--- config.mk ---
export PLATFORM = sky130hd
export DESIGN_NAME = cfg_access_decoder
export DESIGN_NICKNAME = d
export VERILOG_FILES = /design/src/rtl/cfg_access_pkg.sv /design/src/rtl/cfg_access_decoder.sv /design/src/rtl/cfg_target_pointer.sv /design/src/rtl/cfg_route_decode.sv
export SDC_FILE = /design/constraint.sdc
export NUM_CORES = 1
export LEC_CHECK = 0
export ABC_CLOCK_PERIOD_IN_PS = 5700
export BUFFER_PORTS_ARGS = -buffer_cell sky130_fd_sc_hd__buf_2
export CAP_MARGIN = 20
export CORE_AREA = 2 2 184 186
export CTS_CLUSTER_DIAMETER = 150
export DETAILED_ROUTE_END_ITERATION = 8
export DIE_AREA = 0 0 186 188
export PLACE_DENSITY_LB_ADDON = 0.05
export SLEW_MARGIN = 20
export SYNTH_ARGS = -nofsm -noshare
export SYNTH_HDL_FRONTEND = slang
export SYNTH_SLANG_ARGS = --single-unit
export TNS_END_PERCENT = 5
--- constraint.sdc ---
create_clock -name core_clk -period 5.7 [get_ports core_clk]
set_clock_uncertainty 0.2 [all_clocks]
set_input_delay 0.285 -clock core_clk [delete_from_list [all_inputs] [get_ports core_clk]]
set_output_delay 0.285 -clock core_clk [all_outputs]
set_load 0.005 [all_outputs]
--- src/rtl/cfg_access_pkg.sv ---
// shared constants and helpers for the configuration access decoder
package cfg_access_pkg;

  // ----------------------------------------------------------------
  // i/o port map
  // ----------------------------------------------------------------
  localparam logic [15:0] IO_PTR_PORT    = 16'h0cf8;
  localparam logic [15:0] IO_DATA_PORT   = 16'h0cfc;
  localparam logic [31:0] PTR_RESET      = 32'h0000_0000;
  localparam logic [31:0] WINDOW_RESET   = 32'h0000_0000;

  // ----------------------------------------------------------------
  // pointer field layout
  // ----------------------------------------------------------------
  localparam int PTR_ENABLE_BIT = 31;
  localparam int PTR_BUS_LSB    = 16;
  localparam int PTR_DEV_LSB    = 11;
  localparam int PTR_FUNC_LSB   = 8;
  localparam int PTR_REG_LSB    = 2;

  // ----------------------------------------------------------------
  // enhanced window layout
  // ----------------------------------------------------------------
  localparam int          ENH_BASE_LSB   = 28;
  localparam int          ENH_BUS_LSB    = 20;
  localparam int          ENH_DEV_LSB    = 15;
  localparam int          ENH_FUNC_LSB   = 12;
  localparam int          ENH_REG_LSB    = 2;
  localparam logic [3:0]  ENH_BASE_RESET = 4'he;

  // ----------------------------------------------------------------
  // local function and topology
  // ----------------------------------------------------------------
  localparam int          NPORT          = 3;
  localparam logic [9:0]  BASE_REG_INDEX = 10'h033;
  localparam logic [31:0] ALL_ONES       = 32'hffff_ffff;
  localparam logic [3:0]  BE_DWORD       = 4'hf;

  function automatic logic dword_full(input logic [3:0] be);
    return be == BE_DWORD;
  endfunction : dword_full

endpackage : cfg_access_pkg

--- src/rtl/cfg_access_decoder.sv ---
// processor configuration access decoder for the host bridge
//
// Overview of operation
// - pointer claimed only by dword reads and writes at 0cf8
// - partial pointer access forwarded as plain i/o
// - pointer bit 31 enables configuration access
// - pointer bits 30:24 read as zero
// - pointer bits 23:16 hold target bus
// - pointer bits 15:11 pick the device
// - pointer bits 10:8 pick the function
// - pointer bits 7:2 drive register address
// - data window at 0cfc is 32-bit view
// - enabled window access becomes configuration cycle
// - 4 KB per function, low 256 legacy
// - dword writes reach legacy registers identically by both mechanisms; partial memory writes are dropped
// - extended registers reachable by memory window only
// - port headers carry four extended register bits
// - i/o mechanism forces extended bits to zero
// - base supplies bits 31:28 of window
// - base resets to e, window at e0000000
// - bus zero: local if enabled, else hub
// - secondary bus match gives type 0 on port
// - unclaimed nonzero bus goes type 1 to hub
// - absent function reads ones, drops writes
`timescale 1ns/100ps
module cfg_access_decoder
  import cfg_access_pkg::*;
(
  // clock and reset
  input  wire logic               core_clk,
  input  wire logic               rst,
  // processor i/o requests
  input  wire logic               io_req,
  input  wire logic               io_write,
  input  wire logic [15:0]        io_addr,
  input  wire logic [3:0]         io_be,
  input  wire logic [31:0]        io_wdata,
  output logic                    io_ready,
  output logic                    io_ack,
  output logic [31:0]             io_rdata,
  // processor memory requests
  input  wire logic               mem_req,
  input  wire logic               mem_write,
  input  wire logic [31:0]        mem_addr,
  input  wire logic [3:0]         mem_be,
  input  wire logic [31:0]        mem_wdata,
  output logic                    mem_hit,
  output logic                    mem_ready,
  output logic                    mem_ack,
  output logic [31:0]             mem_rdata,
  // plain i/o cycles toward the hub link
  output logic                    hub_io_req,
  output logic                    hub_io_write,
  output logic [15:0]             hub_io_addr,
  output logic [3:0]              hub_io_be,
  output logic [31:0]             hub_io_wdata,
  input  wire logic               hub_io_done,
  input  wire logic [31:0]        hub_io_rdata,
  // configuration cycles toward hub link or ports
  output logic                    cfg_req,
  output logic                    cfg_write,
  output logic                    cfg_on_hub,
  output logic [1:0]              cfg_port,
  output logic                    cfg_type1,
  output logic [7:0]              cfg_bus,
  output logic [4:0]              cfg_dev,
  output logic [2:0]              cfg_func,
  output logic [5:0]              cfg_reg,
  output logic [3:0]              cfg_ext_reg,
  output logic [3:0]              cfg_be,
  output logic [31:0]             cfg_wdata,
  input  wire logic               cfg_done,
  input  wire logic               cfg_abort,
  input  wire logic [31:0]        cfg_rdata,
  // topology
  input  wire logic [31:0]        local_dev_mask,
  input  wire logic [NPORT-1:0]   port_present,
  input  wire logic [NPORT*8-1:0] port_sec_bus,
  input  wire logic [NPORT*8-1:0] port_sub_bus,
  // status
  output logic [3:0]              enhanced_cfg_base,
  output logic                    cfg_access_enable
);

  typedef enum logic [1:0] {ST_IDLE, ST_CFG, ST_HUBIO, ST_DONE} state_t;

  state_t      state;
  logic        resp_is_io;
  logic        cur_write;
  logic [31:0] resp_data;
  logic        base_locked;
  logic [31:0] pointer;
  logic [7:0]  ptr_bus;
  logic [4:0]  ptr_dev;
  logic [2:0]  ptr_func;
  logic [5:0]  ptr_reg;
  logic        take_io;
  logic        take_mem;
  logic        io_is_ptr;
  logic        ptr_claim;
  logic        io_is_win;
  logic        io_forward;
  logic        take_cfg;
  logic [7:0]  next_bus;
  logic [4:0]  next_dev;
  logic [2:0]  next_func;
  logic [9:0]  next_reg;
  logic [3:0]  next_be;
  logic [31:0] next_wdata;
  logic        next_write;
  logic        next_bad_size;
  logic        route_local;
  logic        route_abort;
  logic        route_hub;
  logic        route_type1;
  logic [1:0]  route_port;
  logic [31:0] local_rdata;

  // ----------------------------------------------------------------
  // pointer register and routing
  // ----------------------------------------------------------------
  cfg_target_pointer u_pointer (
    .core_clk          (core_clk),
    .rst               (rst),
    .wr_req            (take_io && io_is_ptr && io_write),
    .wr_be             (io_be),
    .wr_data           (io_wdata),
    .pointer           (pointer),
    .cfg_access_enable (cfg_access_enable),
    .ptr_bus           (ptr_bus),
    .ptr_dev           (ptr_dev),
    .ptr_func          (ptr_func),
    .ptr_reg           (ptr_reg)
  );

  cfg_route_decode u_route (
    .bus            (next_bus),
    .dev            (next_dev),
    .func           (next_func),
    .local_dev_mask (local_dev_mask),
    .port_present   (port_present),
    .port_sec_bus   (port_sec_bus),
    .port_sub_bus   (port_sub_bus),
    .route_local    (route_local),
    .route_abort    (route_abort),
    .route_hub      (route_hub),
    .route_type1    (route_type1),
    .route_port     (route_port)
  );

  // ----------------------------------------------------------------
  // request decode
  // ----------------------------------------------------------------
  assign io_ready   = (state == ST_IDLE);
  assign mem_ready  = (state == ST_IDLE) && !io_req;
  assign mem_hit    = (mem_addr[31:ENH_BASE_LSB] == enhanced_cfg_base);
  assign take_io    = io_req && io_ready;
  assign take_mem   = mem_req && mem_hit && mem_ready;
  assign io_is_ptr  = (io_addr == IO_PTR_PORT);
  assign ptr_claim  = io_is_ptr && dword_full(io_be);
  assign io_is_win  = (io_addr == IO_DATA_PORT) && cfg_access_enable;
  assign io_forward = take_io && !ptr_claim && !io_is_win;
  assign take_cfg   = (take_io && io_is_win) || take_mem;

  always_comb begin
    if (take_mem) begin
      next_bus      = mem_addr[ENH_BUS_LSB +: 8];
      next_dev      = mem_addr[ENH_DEV_LSB +: 5];
      next_func     = mem_addr[ENH_FUNC_LSB +: 3];
      next_reg      = mem_addr[ENH_REG_LSB +: 10];
      next_be       = mem_be;
      next_wdata    = mem_wdata;
      next_write    = mem_write;
      next_bad_size = !dword_full(mem_be);
    end else begin
      next_bus      = ptr_bus;
      next_dev      = ptr_dev;
      next_func     = ptr_func;
      next_reg      = {4'h0, ptr_reg};
      next_be       = io_be;
      next_wdata    = io_wdata;
      next_write    = io_write;
      next_bad_size = 1'b0;
    end
  end

  // ----------------------------------------------------------------
  // local function: only the enhanced base dword is implemented
  // ----------------------------------------------------------------
  assign local_rdata = (next_reg == BASE_REG_INDEX) ? {enhanced_cfg_base, 28'h0} : 32'h0;

  // write-once base, set by an i/o write with byte 3 enabled or by a full-dword memory write
  always_ff @(posedge core_clk or posedge rst) begin
    if (rst) begin
      enhanced_cfg_base <= ENH_BASE_RESET;
      base_locked       <= 1'b0;
    end else if (take_cfg && route_local && !next_bad_size && next_write && next_reg == BASE_REG_INDEX
                 && next_be[3] && !base_locked) begin
      enhanced_cfg_base <= next_wdata[31:ENH_BASE_LSB];
      base_locked       <= 1'b1;
    end
  end

  // ----------------------------------------------------------------
  // sequencing
  // ----------------------------------------------------------------
  always_ff @(posedge core_clk or posedge rst) begin
    if (rst) begin
      state <= ST_IDLE;
    end else begin
      case (state)
        ST_IDLE: begin
          if (take_io && ptr_claim) begin
            state <= ST_DONE;
          end else if (io_forward) begin
            state <= ST_HUBIO;
          end else if (take_cfg) begin
            state <= (route_local || route_abort || next_bad_size) ? ST_DONE : ST_CFG;
          end
        end
        ST_CFG:   if (cfg_done) state <= ST_DONE;
        ST_HUBIO: if (hub_io_done) state <= ST_DONE;
        ST_DONE:  state <= ST_IDLE;
        default:  state <= ST_IDLE;
      endcase
    end
  end

  // answer data and which side gets the acknowledge
  always_ff @(posedge core_clk or posedge rst) begin
    if (rst) begin
      resp_data    <= WINDOW_RESET;
      resp_is_io   <= 1'b0;
      cur_write    <= 1'b0;
    end else if (state == ST_IDLE && (take_io || take_mem)) begin
      resp_is_io   <= take_io;
      cur_write    <= take_io ? io_write : mem_write;
      if (take_io && ptr_claim) begin
        resp_data <= io_write ? 32'h0 : pointer;
      end else if (take_cfg && !next_write && (route_abort || next_bad_size)) begin
        resp_data <= ALL_ONES;
      end else if (take_cfg && !next_write && route_local) begin
        resp_data <= local_rdata;
      end else begin
        resp_data <= 32'h0;
      end
    end else if (state == ST_CFG && cfg_done && !cur_write) begin
      resp_data <= cfg_abort ? ALL_ONES : cfg_rdata;
    end else if (state == ST_HUBIO && hub_io_done && !cur_write) begin
      resp_data <= hub_io_rdata;
    end
  end

  assign io_ack    = (state == ST_DONE) && resp_is_io;
  assign mem_ack   = (state == ST_DONE) && !resp_is_io;
  assign io_rdata  = resp_data;
  assign mem_rdata = resp_data;

  // ----------------------------------------------------------------
  // outbound cycles, fields latched at acceptance
  // ----------------------------------------------------------------
  assign cfg_req    = (state == ST_CFG);
  assign hub_io_req = (state == ST_HUBIO);

  always_ff @(posedge core_clk or posedge rst) begin
    if (rst) begin
      cfg_write   <= 1'b0;
      cfg_on_hub  <= 1'b0;
      cfg_port    <= 2'd0;
      cfg_type1   <= 1'b0;
      cfg_bus     <= 8'h00;
      cfg_dev     <= 5'h00;
      cfg_func    <= 3'h0;
      cfg_reg     <= 6'h00;
      cfg_ext_reg <= 4'h0;
      cfg_be      <= 4'h0;
      cfg_wdata   <= 32'h0;
    end else if (take_cfg) begin
      cfg_write   <= next_write;
      cfg_on_hub  <= route_hub;
      cfg_port    <= route_port;
      cfg_type1   <= route_type1;
      cfg_bus     <= next_bus;
      cfg_dev     <= next_dev;
      cfg_func    <= next_func;
      cfg_reg     <= next_reg[5:0];
      cfg_ext_reg <= next_reg[9:6];
      cfg_be      <= next_be;
      cfg_wdata   <= next_wdata;
    end
  end

  always_ff @(posedge core_clk or posedge rst) begin
    if (rst) begin
      hub_io_write <= 1'b0;
      hub_io_addr  <= 16'h0000;
      hub_io_be    <= 4'h0;
      hub_io_wdata <= 32'h0;
    end else if (io_forward) begin
      hub_io_write <= io_write;
      hub_io_addr  <= io_addr;
      hub_io_be    <= io_be;
      hub_io_wdata <= io_wdata;
    end
  end
endmodule : cfg_access_decoder

--- src/rtl/cfg_target_pointer.sv ---
// configuration target pointer register
`timescale 1ns/100ps
module cfg_target_pointer
  import cfg_access_pkg::*;
(
  // clock and reset
  input  wire logic        core_clk,
  input  wire logic        rst,
  // write port
  input  wire logic        wr_req,
  input  wire logic [3:0]  wr_be,
  input  wire logic [31:0] wr_data,
  // pointer contents
  output logic [31:0]      pointer,
  output logic             cfg_access_enable,
  output logic [7:0]       ptr_bus,
  output logic [4:0]       ptr_dev,
  output logic [2:0]       ptr_func,
  output logic [5:0]       ptr_reg
);

  logic        enable_bit;
  logic [23:2] target;

  // only whole-dword writes land
  always_ff @(posedge core_clk or posedge rst) begin
    if (rst) begin
      enable_bit <= PTR_RESET[PTR_ENABLE_BIT];
      target     <= PTR_RESET[23:2];
    end else if (wr_req && dword_full(wr_be)) begin
      enable_bit <= wr_data[PTR_ENABLE_BIT];
      target     <= wr_data[23:2];
    end
  end

  assign pointer           = {enable_bit, 7'h00, target, 2'h0};
  assign cfg_access_enable = enable_bit;
  assign ptr_bus           = pointer[PTR_BUS_LSB +: 8];
  assign ptr_dev           = pointer[PTR_DEV_LSB +: 5];
  assign ptr_func          = pointer[PTR_FUNC_LSB +: 3];
  assign ptr_reg           = pointer[PTR_REG_LSB +: 6];

endmodule : cfg_target_pointer

--- src/rtl/cfg_route_decode.sv ---
// routing of a configuration target to local, hub link or a port
`timescale 1ns/100ps
module cfg_route_decode
  import cfg_access_pkg::*;
(
  // target
  input  wire logic [7:0]         bus,
  input  wire logic [4:0]         dev,
  input  wire logic [2:0]         func,
  // topology
  input  wire logic [31:0]        local_dev_mask,
  input  wire logic [NPORT-1:0]   port_present,
  input  wire logic [NPORT*8-1:0] port_sec_bus,
  input  wire logic [NPORT*8-1:0] port_sub_bus,
  // route
  output logic                    route_local,
  output logic                    route_abort,
  output logic                    route_hub,
  output logic                    route_type1,
  output logic [1:0]              route_port
);

  always_comb begin
    route_local = 1'b0;
    route_abort = 1'b0;
    route_hub   = 1'b1;
    route_type1 = 1'b0;
    route_port  = 2'd0;
    if (bus == 8'h00) begin
      if (local_dev_mask[dev]) begin
        route_hub   = 1'b0;
        route_local = (func == 3'd0);
        route_abort = (func != 3'd0);
      end
    end else begin
      route_type1 = 1'b1;
      for (int p = NPORT - 1; p >= 0; p--) begin
        if (bus >= port_sec_bus[p*8 +: 8] && bus <= port_sub_bus[p*8 +: 8]) begin
          route_hub   = 1'b0;
          route_abort = !port_present[p];
          route_type1 = (bus != port_sec_bus[p*8 +: 8]);
          route_port  = p[1:0];
        end
      end
    end
  end

endmodule : cfg_route_decode

After elaboration in Yosys (flattened, before gate mapping)
Cells that the tools add are included.

storage, ports and cells
  register bits after elaboration = 184
  input port bits = 276
  word-level logic and storage cells = 147

operators by class
  $lt $le $gt $ge = 7
  equal/unequal tests = 15
  muxes and demuxes = 47
  reductions and logical operators = 55

operator list
  operator                                                count
  2-to-1 mux 32 bit                                       10
  equality test 16 x 12 -> 1 bit (second input constant)  2
  logical AND 1 bit                                       32
  >= comparator 8 bit                                     3
  less-or-equal comparator 8 bit                          3
  inequality test 8 bit                                   3
  2-to-1 mux 1 bit                                        20
  2-to-1 mux 2 bit                                        10
  logical NOT 1 bit                                       12
  equality test 10 x 6 -> 1 bit (second input constant)   1
  2-to-1 mux 10 bit                                       1
  equality test 4 bit (second input constant)             2
  logical NOT 8 bit                                       1
  2-to-1 mux 8 bit                                        1
  case mux 2 bit (4 select lines)                         1
  < comparator 5 x 6 -> 1 bit (second input constant)     1
  nonzero test 3 bit                                      2
  binary-select mux 1 bit (select 5 bit)                  1
  logical OR 1 bit                                        5
  2-to-1 mux 5 bit                                        1
  equality test 2 bit (second input constant)             2
  equality test 4 bit                                     1
  2-to-1 mux 4 bit                                        1
  inequality test 2 x 1 -> 1 bit (second input constant)  2
  other kinds (6)                                         6

Longest topological paths before layout
  depth after elaboration = 17
  gate-level depth with buffers = 21

Hierarchy
Synthesis repeated with hierarchy kept, for this count alone.

unflattened totals
  cell total of the unflattened synthesis = 1024
  area, all modules = 10836.6 µm²

by module, submodules not included
  module              instances  cells each  area each (µm²)  sequential area each (µm²)
  cfg_access_decoder  1          742         8079.0           4032.6
  cfg_route_decode    1          198         1554.0           0.0
  cfg_target_pointer  1          84          1203.7           575.6

Worst setup path after synthesis
OpenSTA, ideal clock, no wires.

  path type = flip-flop to flip-flop
  start = register state[0]
  end = register resp_data[28], in the netlist io_rdata[28]
  library setup time = 126 ps
  data arrival time = 4552 ps
  required time = 5374 ps
  path slack = 822 ps
  stages on the path, launching flop included = 20
  cell sequence = dfrtp_1 inv_1 ha_1 and3b_1 buf_2 nand2_1 clkbuf_1 buf_1 mux2i_1 ha_1 inv_1 a221o_1 a221o_1 a22o_1 nand4_1 o221a_2 o41ai_1 o21bai_2 buf_6 o32a_1

between the ends
  word-level cells in the longest chain between the ends = 15
  elaborated cells on any way between the ends = 55
  classes of those cells = order compare (6); eq/ne (3); mux (21); reduce/logical (25)

ends and longest elaborated chain
  element                                                                       RTL line                   source
  start: declaration                                                            cfg_access_decoder.sv:87   state_t state;
  start signal: assignment                                                      cfg_access_decoder.sv:218  state <= (route_local || route_abort || next_bad_size) ? ST_DONE : ST_CFG;
  logical NOT 2 bit *                                                           cfg_access_decoder.sv:154  assign io_ready = (state == ST_IDLE);
  via io_ready                                                                  cfg_access_decoder.sv:38   output logic io_ready,
  logical AND 1 bit                                                             cfg_access_decoder.sv:155  assign mem_ready = (state == ST_IDLE) && !io_req;
  logical AND 1 bit                                                             cfg_access_decoder.sv:158  assign take_mem = mem_req && mem_hit && mem_ready;
  2-to-1 mux 8 bit                                                              cfg_access_decoder.sv:166  if (take_mem) begin
  >= comparator 8 bit / less-or-equal comparator 8 bit (equally long branches)  cfg_route_decode.sv:38     if (bus >= port_sec_bus[p*8 +: 8] && bus <= port_sub_bus[p*8 +: 8]) begin
  logical AND 1 bit                                                             cfg_route_decode.sv:38
  2-to-1 mux 1 bit (3 in series)                                                cfg_route_decode.sv:38
  2-to-1 mux 1 bit                                                              cfg_route_decode.sv:29     if (bus == 8'h00) begin
  logical OR 1 bit                                                              cfg_access_decoder.sv:240  end else if (take_cfg && !next_write && (route_abort || next_bad_size)) begin
  logical AND 1 bit                                                             cfg_access_decoder.sv:240
  2-to-1 mux 32 bit                                                             cfg_access_decoder.sv:240
  2-to-1 mux 32 bit                                                             cfg_access_decoder.sv:238  if (take_io && ptr_claim) begin
  2-to-1 mux 32 bit                                                             cfg_access_decoder.sv:235  end else if (state == ST_IDLE && (take_io || take_mem)) begin
  end signal: assignment                                                        cfg_access_decoder.sv:239  resp_data <= io_write ? 32'h0 : pointer;
  end signal: assignment                                                        cfg_access_decoder.sv:243  resp_data <= local_rdata;
  end signal: assignment                                                        cfg_access_decoder.sv:248  resp_data <= cfg_abort ? ALL_ONES : cfg_rdata;
  end: declaration                                                              cfg_access_decoder.sv:90   logic [31:0] resp_data;

Mark *: on every way through the listed nets, which the timed path passes. The rest lies on a longest branch. The select of a mux whose other input is x is not followed.
A chain may end at the register's enable or synchronous reset.

Final worst setup path
  start = register state[1]
  end = register resp_data[6], in the netlist io_rdata[6]

between the ends
  word-level cells in the longest chain between the ends = 15
  elaborated cells on any way between the ends = 52
  classes of those cells = order compare (6); eq/ne (2); mux (19); reduce/logical (25)

ends and longest elaborated chain
  element                                                                       RTL line                   source
  logical NOT 2 bit *                                                           cfg_access_decoder.sv:155
  logical AND 1 bit *                                                           cfg_access_decoder.sv:155
  logical AND 1 bit *                                                           cfg_access_decoder.sv:158
  2-to-1 mux 8 bit *                                                            cfg_access_decoder.sv:166
  via next_bus[1]                                                               cfg_access_decoder.sv:104  logic [7:0] next_bus;
  >= comparator 8 bit / less-or-equal comparator 8 bit (equally long branches)  cfg_route_decode.sv:38
  logical AND 1 bit                                                             cfg_route_decode.sv:38
  2-to-1 mux 1 bit (3 in series)                                                cfg_route_decode.sv:38
  2-to-1 mux 1 bit                                                              cfg_route_decode.sv:29
  logical OR 1 bit                                                              cfg_access_decoder.sv:240
  logical AND 1 bit                                                             cfg_access_decoder.sv:240
  2-to-1 mux 32 bit *                                                           cfg_access_decoder.sv:240
  2-to-1 mux 32 bit *                                                           cfg_access_decoder.sv:238
  2-to-1 mux 32 bit *                                                           cfg_access_decoder.sv:235

Marks and branches as above.

==> reports/metrics.cfg <==
[global_routing]
overflow = 0
grt_pass1_vias = 10900
antenna_found_initial = 0
grt_pass1_wl_um = 64900
grt_usage_pct = 24.6
top_usage_layer = met2
gr-usage-met1_pct = 32.9
met3_usage_pct = 4.29
grt_max_degree = 112
grt_use_met2_pct = 40.8

[synth]
yosysUniqueCellTypes = 77
ys_seq_area_share_pct = 43.4
synth.top_cell.area_share_pct = 42.7
synth-warning-count = 0
synth_edf_count = 0
synth_area_um2 = 10600
synthArstFlopShare_pct = 100
synthFlopType = dfrtp_1
syn-num-nets = 1554
yosysTopAreaCell = dfrtp_1
synth_area_leaders = dfrtp_1 (43%), nand2_1 (11%), ha_1 (6.3%), nor2_1 (3.2%), a31oi_1 (2.9%)
synth.avg_cell_area_um2 = 8.66
netlist_instances = 1225
synth.ff_latch_count = 184

[cells_and_area]
final_core_util_pct = 45.4
fin_cells = 2217
layout-drive-gt1-share_pct = 32.7
finalInstanceArea_um2 = 15000
area_growth_pct = 41.8
fillCellCount = 3386
final_nets = 2085
n_antenna_cell = 0

[cts]
cts.root.buffer_cell = clkbuf_16
clk_latency_ps = 430
cts_tree = done
post-cts-setup-buffers = 0
cts_inserted_buffers = 17
cts_max_path_buffers = 2
htree_levels = 4
cts_num_sinks = 184
clk_pin_slew_worst_paths_ps = 80

[pwr]
p_leak_uw = 0.00786
p_per_area_nw_per_um2 = 362
ir_drop_mv = 0.166
finalPower_uw = 5450

[sta]
hold_viol = 0
tightest_slew_ps = 1030
slew_headroom_pct = 31.2
period_needed_ps = 5270
period_share_pct = 92.5
max_freq_mhz = 190
setup_violations = 0
slew_violations = 0
tns_ps = 0
grt_setup_unrepaired = no

[worst_setup_path]
cp_slowest_stage_delay_ps = 420
cp-start-kind = flip-flop
crit_arrival_ps = 5430
cp-end-kind = flip-flop
cp_slowest_cell = dfrtp_1
r2r_cells = 18
path_cells = inv_1 -> ha_1 -> and2b_1 -> nand2_2 -> nor2_4 -> mux2i_1 -> inv_1 -> ha_1 -> and3_1 -> a221o_1 -> a221o_1 -> a22o_1 -> or2_0 -> o221a_2 -> o41ai_1 -> o21bai_4 -> buf_4 -> o22a_1
r2r_start = state[1]
reg2reg_slack_ps = 430
worst-setup-path-type = reg -> reg
required_ps = 5860
critPathMaxFanout = 22
worstReg2RegEnd = io_rdata[6]

[routing]
first_pass_iters = 5
ant_nets = 0
drt_iter0_drc = 585
avgRoutedWirePerCell_um = 19.6
vias_per_cell = 4.91
drt_wl_total_um = 43400
drc = 0
dr_total_vias = 10900

[floorplan]
fp.coreArea_um2 = 33100
start_util_pct = 32.0
num_io_pins = 472
die_h_um = 188
die_w_um = 186
dieArea_um2 = 35000
row_count = 67

[placed_design]
dpl_cell_area_um2 = 13200
gp_congestion = 0.844
place.port_buffers = 469
placed_cells = 2061
hpwl_um = 32700

[worst_hold_path]
hold_depth = 3
whs_endpoint = cfg_bus[2]
worstHoldStart = mem_addr[22]
holdCritPathClass = in -> reg

[status]
status = complete, no violations

[job]
cap_violations = 0

-- how the worst max path moves through the flow --
stage	start	to	slack [ps]	cells after the start
6_report	state[1]	io_rdata[6]	430	18
5_1_grt	state[0]	io_rdata[2]	60	18
4_1_cts	state[0]	io_rdata[6]	330	18
3_5_place_dp	state[0]	io_rdata[6]	350	18
3_3_place_gp	state[0]	io_rdata[8]	450	18
2_1_floorplan	rst	base_locked	220	1
-- placed cells by master, fill, tap and decap left out, drive strengths merged, types with 6 or more instances in the layout --
cell type and instances:
nor2 94, buf 488, a21oi 30, and3 11
dlygate4sd3 123, a31oi 50, or3 25, clkinv 7
ha 53, nor3 30, mux2 26, a211oi 8
clkbuf 20, nand2 306, nand3 13, nor4 8
a21o 11, nand4 16, dfrtp 181, mux2i 20
a22o 6, o22a 28, o21ai 60, inv 64
nor2b 8, o21a 9
-- stage by stage --
stage,setup WS (ps),hold slack [ps]
CTS,326,49.1
finish,428,50.2
floorplan,220,190
detailed placement,345,245
global placement,449,242
global route,57.6,52.4
-- cell usage after synthesis (all sizes together) (3+ instances only) --
cell type	n
nand2	306
dfrtp	181
nor2	94
inv	61
o21ai	60
ha	53
a31oi	50
buf	50
clkbuf	49
a21oi	30
nor3	30
o22a	28
mux2	26
or3	25
mux2i	20
nand4	16
nand3	13
a21o	11
and3	11
o21a	9
a211oi	8
nor2b	8
nor4	8
a22o	6
a21boi	4
and2	4
nand2b	4
o31ai	4
o41ai	4
or2	4
xnor2	4
a221oi	3
dfstp	3
o21bai	3
o32a	3
-- worst max-delay path, delay by kind of cell (launching register included) --
kind | cells | cell delay, ps
mux | 1 | 350
flops | 1 | 420
fa+ha+maj | 2 | 600
simple gates | 5 | 1000
compound gates | 7 | 1940
buf+inv | 3 | 690
-- power breakdown --
group          internal, µW  leakage, µW  switching (µW)
combinational          1030      0.00524            1070
sequential             1800      0.00233             316
clock                   679     0.000297             553
-- routing by layer --
metal / wire (µm) / part of all wire [%]
met1: 19400 / 45
met2: 20900 / 48
met3: 2310 / 5.3
met4: 885 / 2.0
met5: 0 / 0
-- logic make-up (layout without fill, tap and decap cells) --
family / after synthesis / after routing / synth area share, %
AOI/OAI and AO/OA: 242 / 242 / 15.5
and+or+nand+nor: 534 / 534 / 22.4
DFF: 184 / 184 / 43.4
muxes: 48 / 48 / 5.07
adders and majority gates: 53 / 53 / 6.25
buffers and inverters: 160 / 704 / 7.09
xor gates and xnor gates: 4 / 4 / 0.330
-- repair_timing --
item | 4_1_cts | 5_1_grt
endpoints found under the hold margin | 237 | 0
endpoints found under the setup margin | 0 | 11
hold buffers | 123 | 0
resized for setup | 0 | 2
-- final cells by class --
type | count | area [µm²] | share of cell area (%)
multi-input combinational | 881 | 5300 | 35.3
tap | 448 | 561 | 3.73
clock buffer | 20 | 457 | 3.04
clock inverter | 12 | 139 | 0.923
sequential | 184 | 4610 | 30.6
timing repair buffer | 611 | 3740 | 24.8
inverter | 61 | 238 | 1.58
No activity file was read; power rests on OpenSTA's default activity.
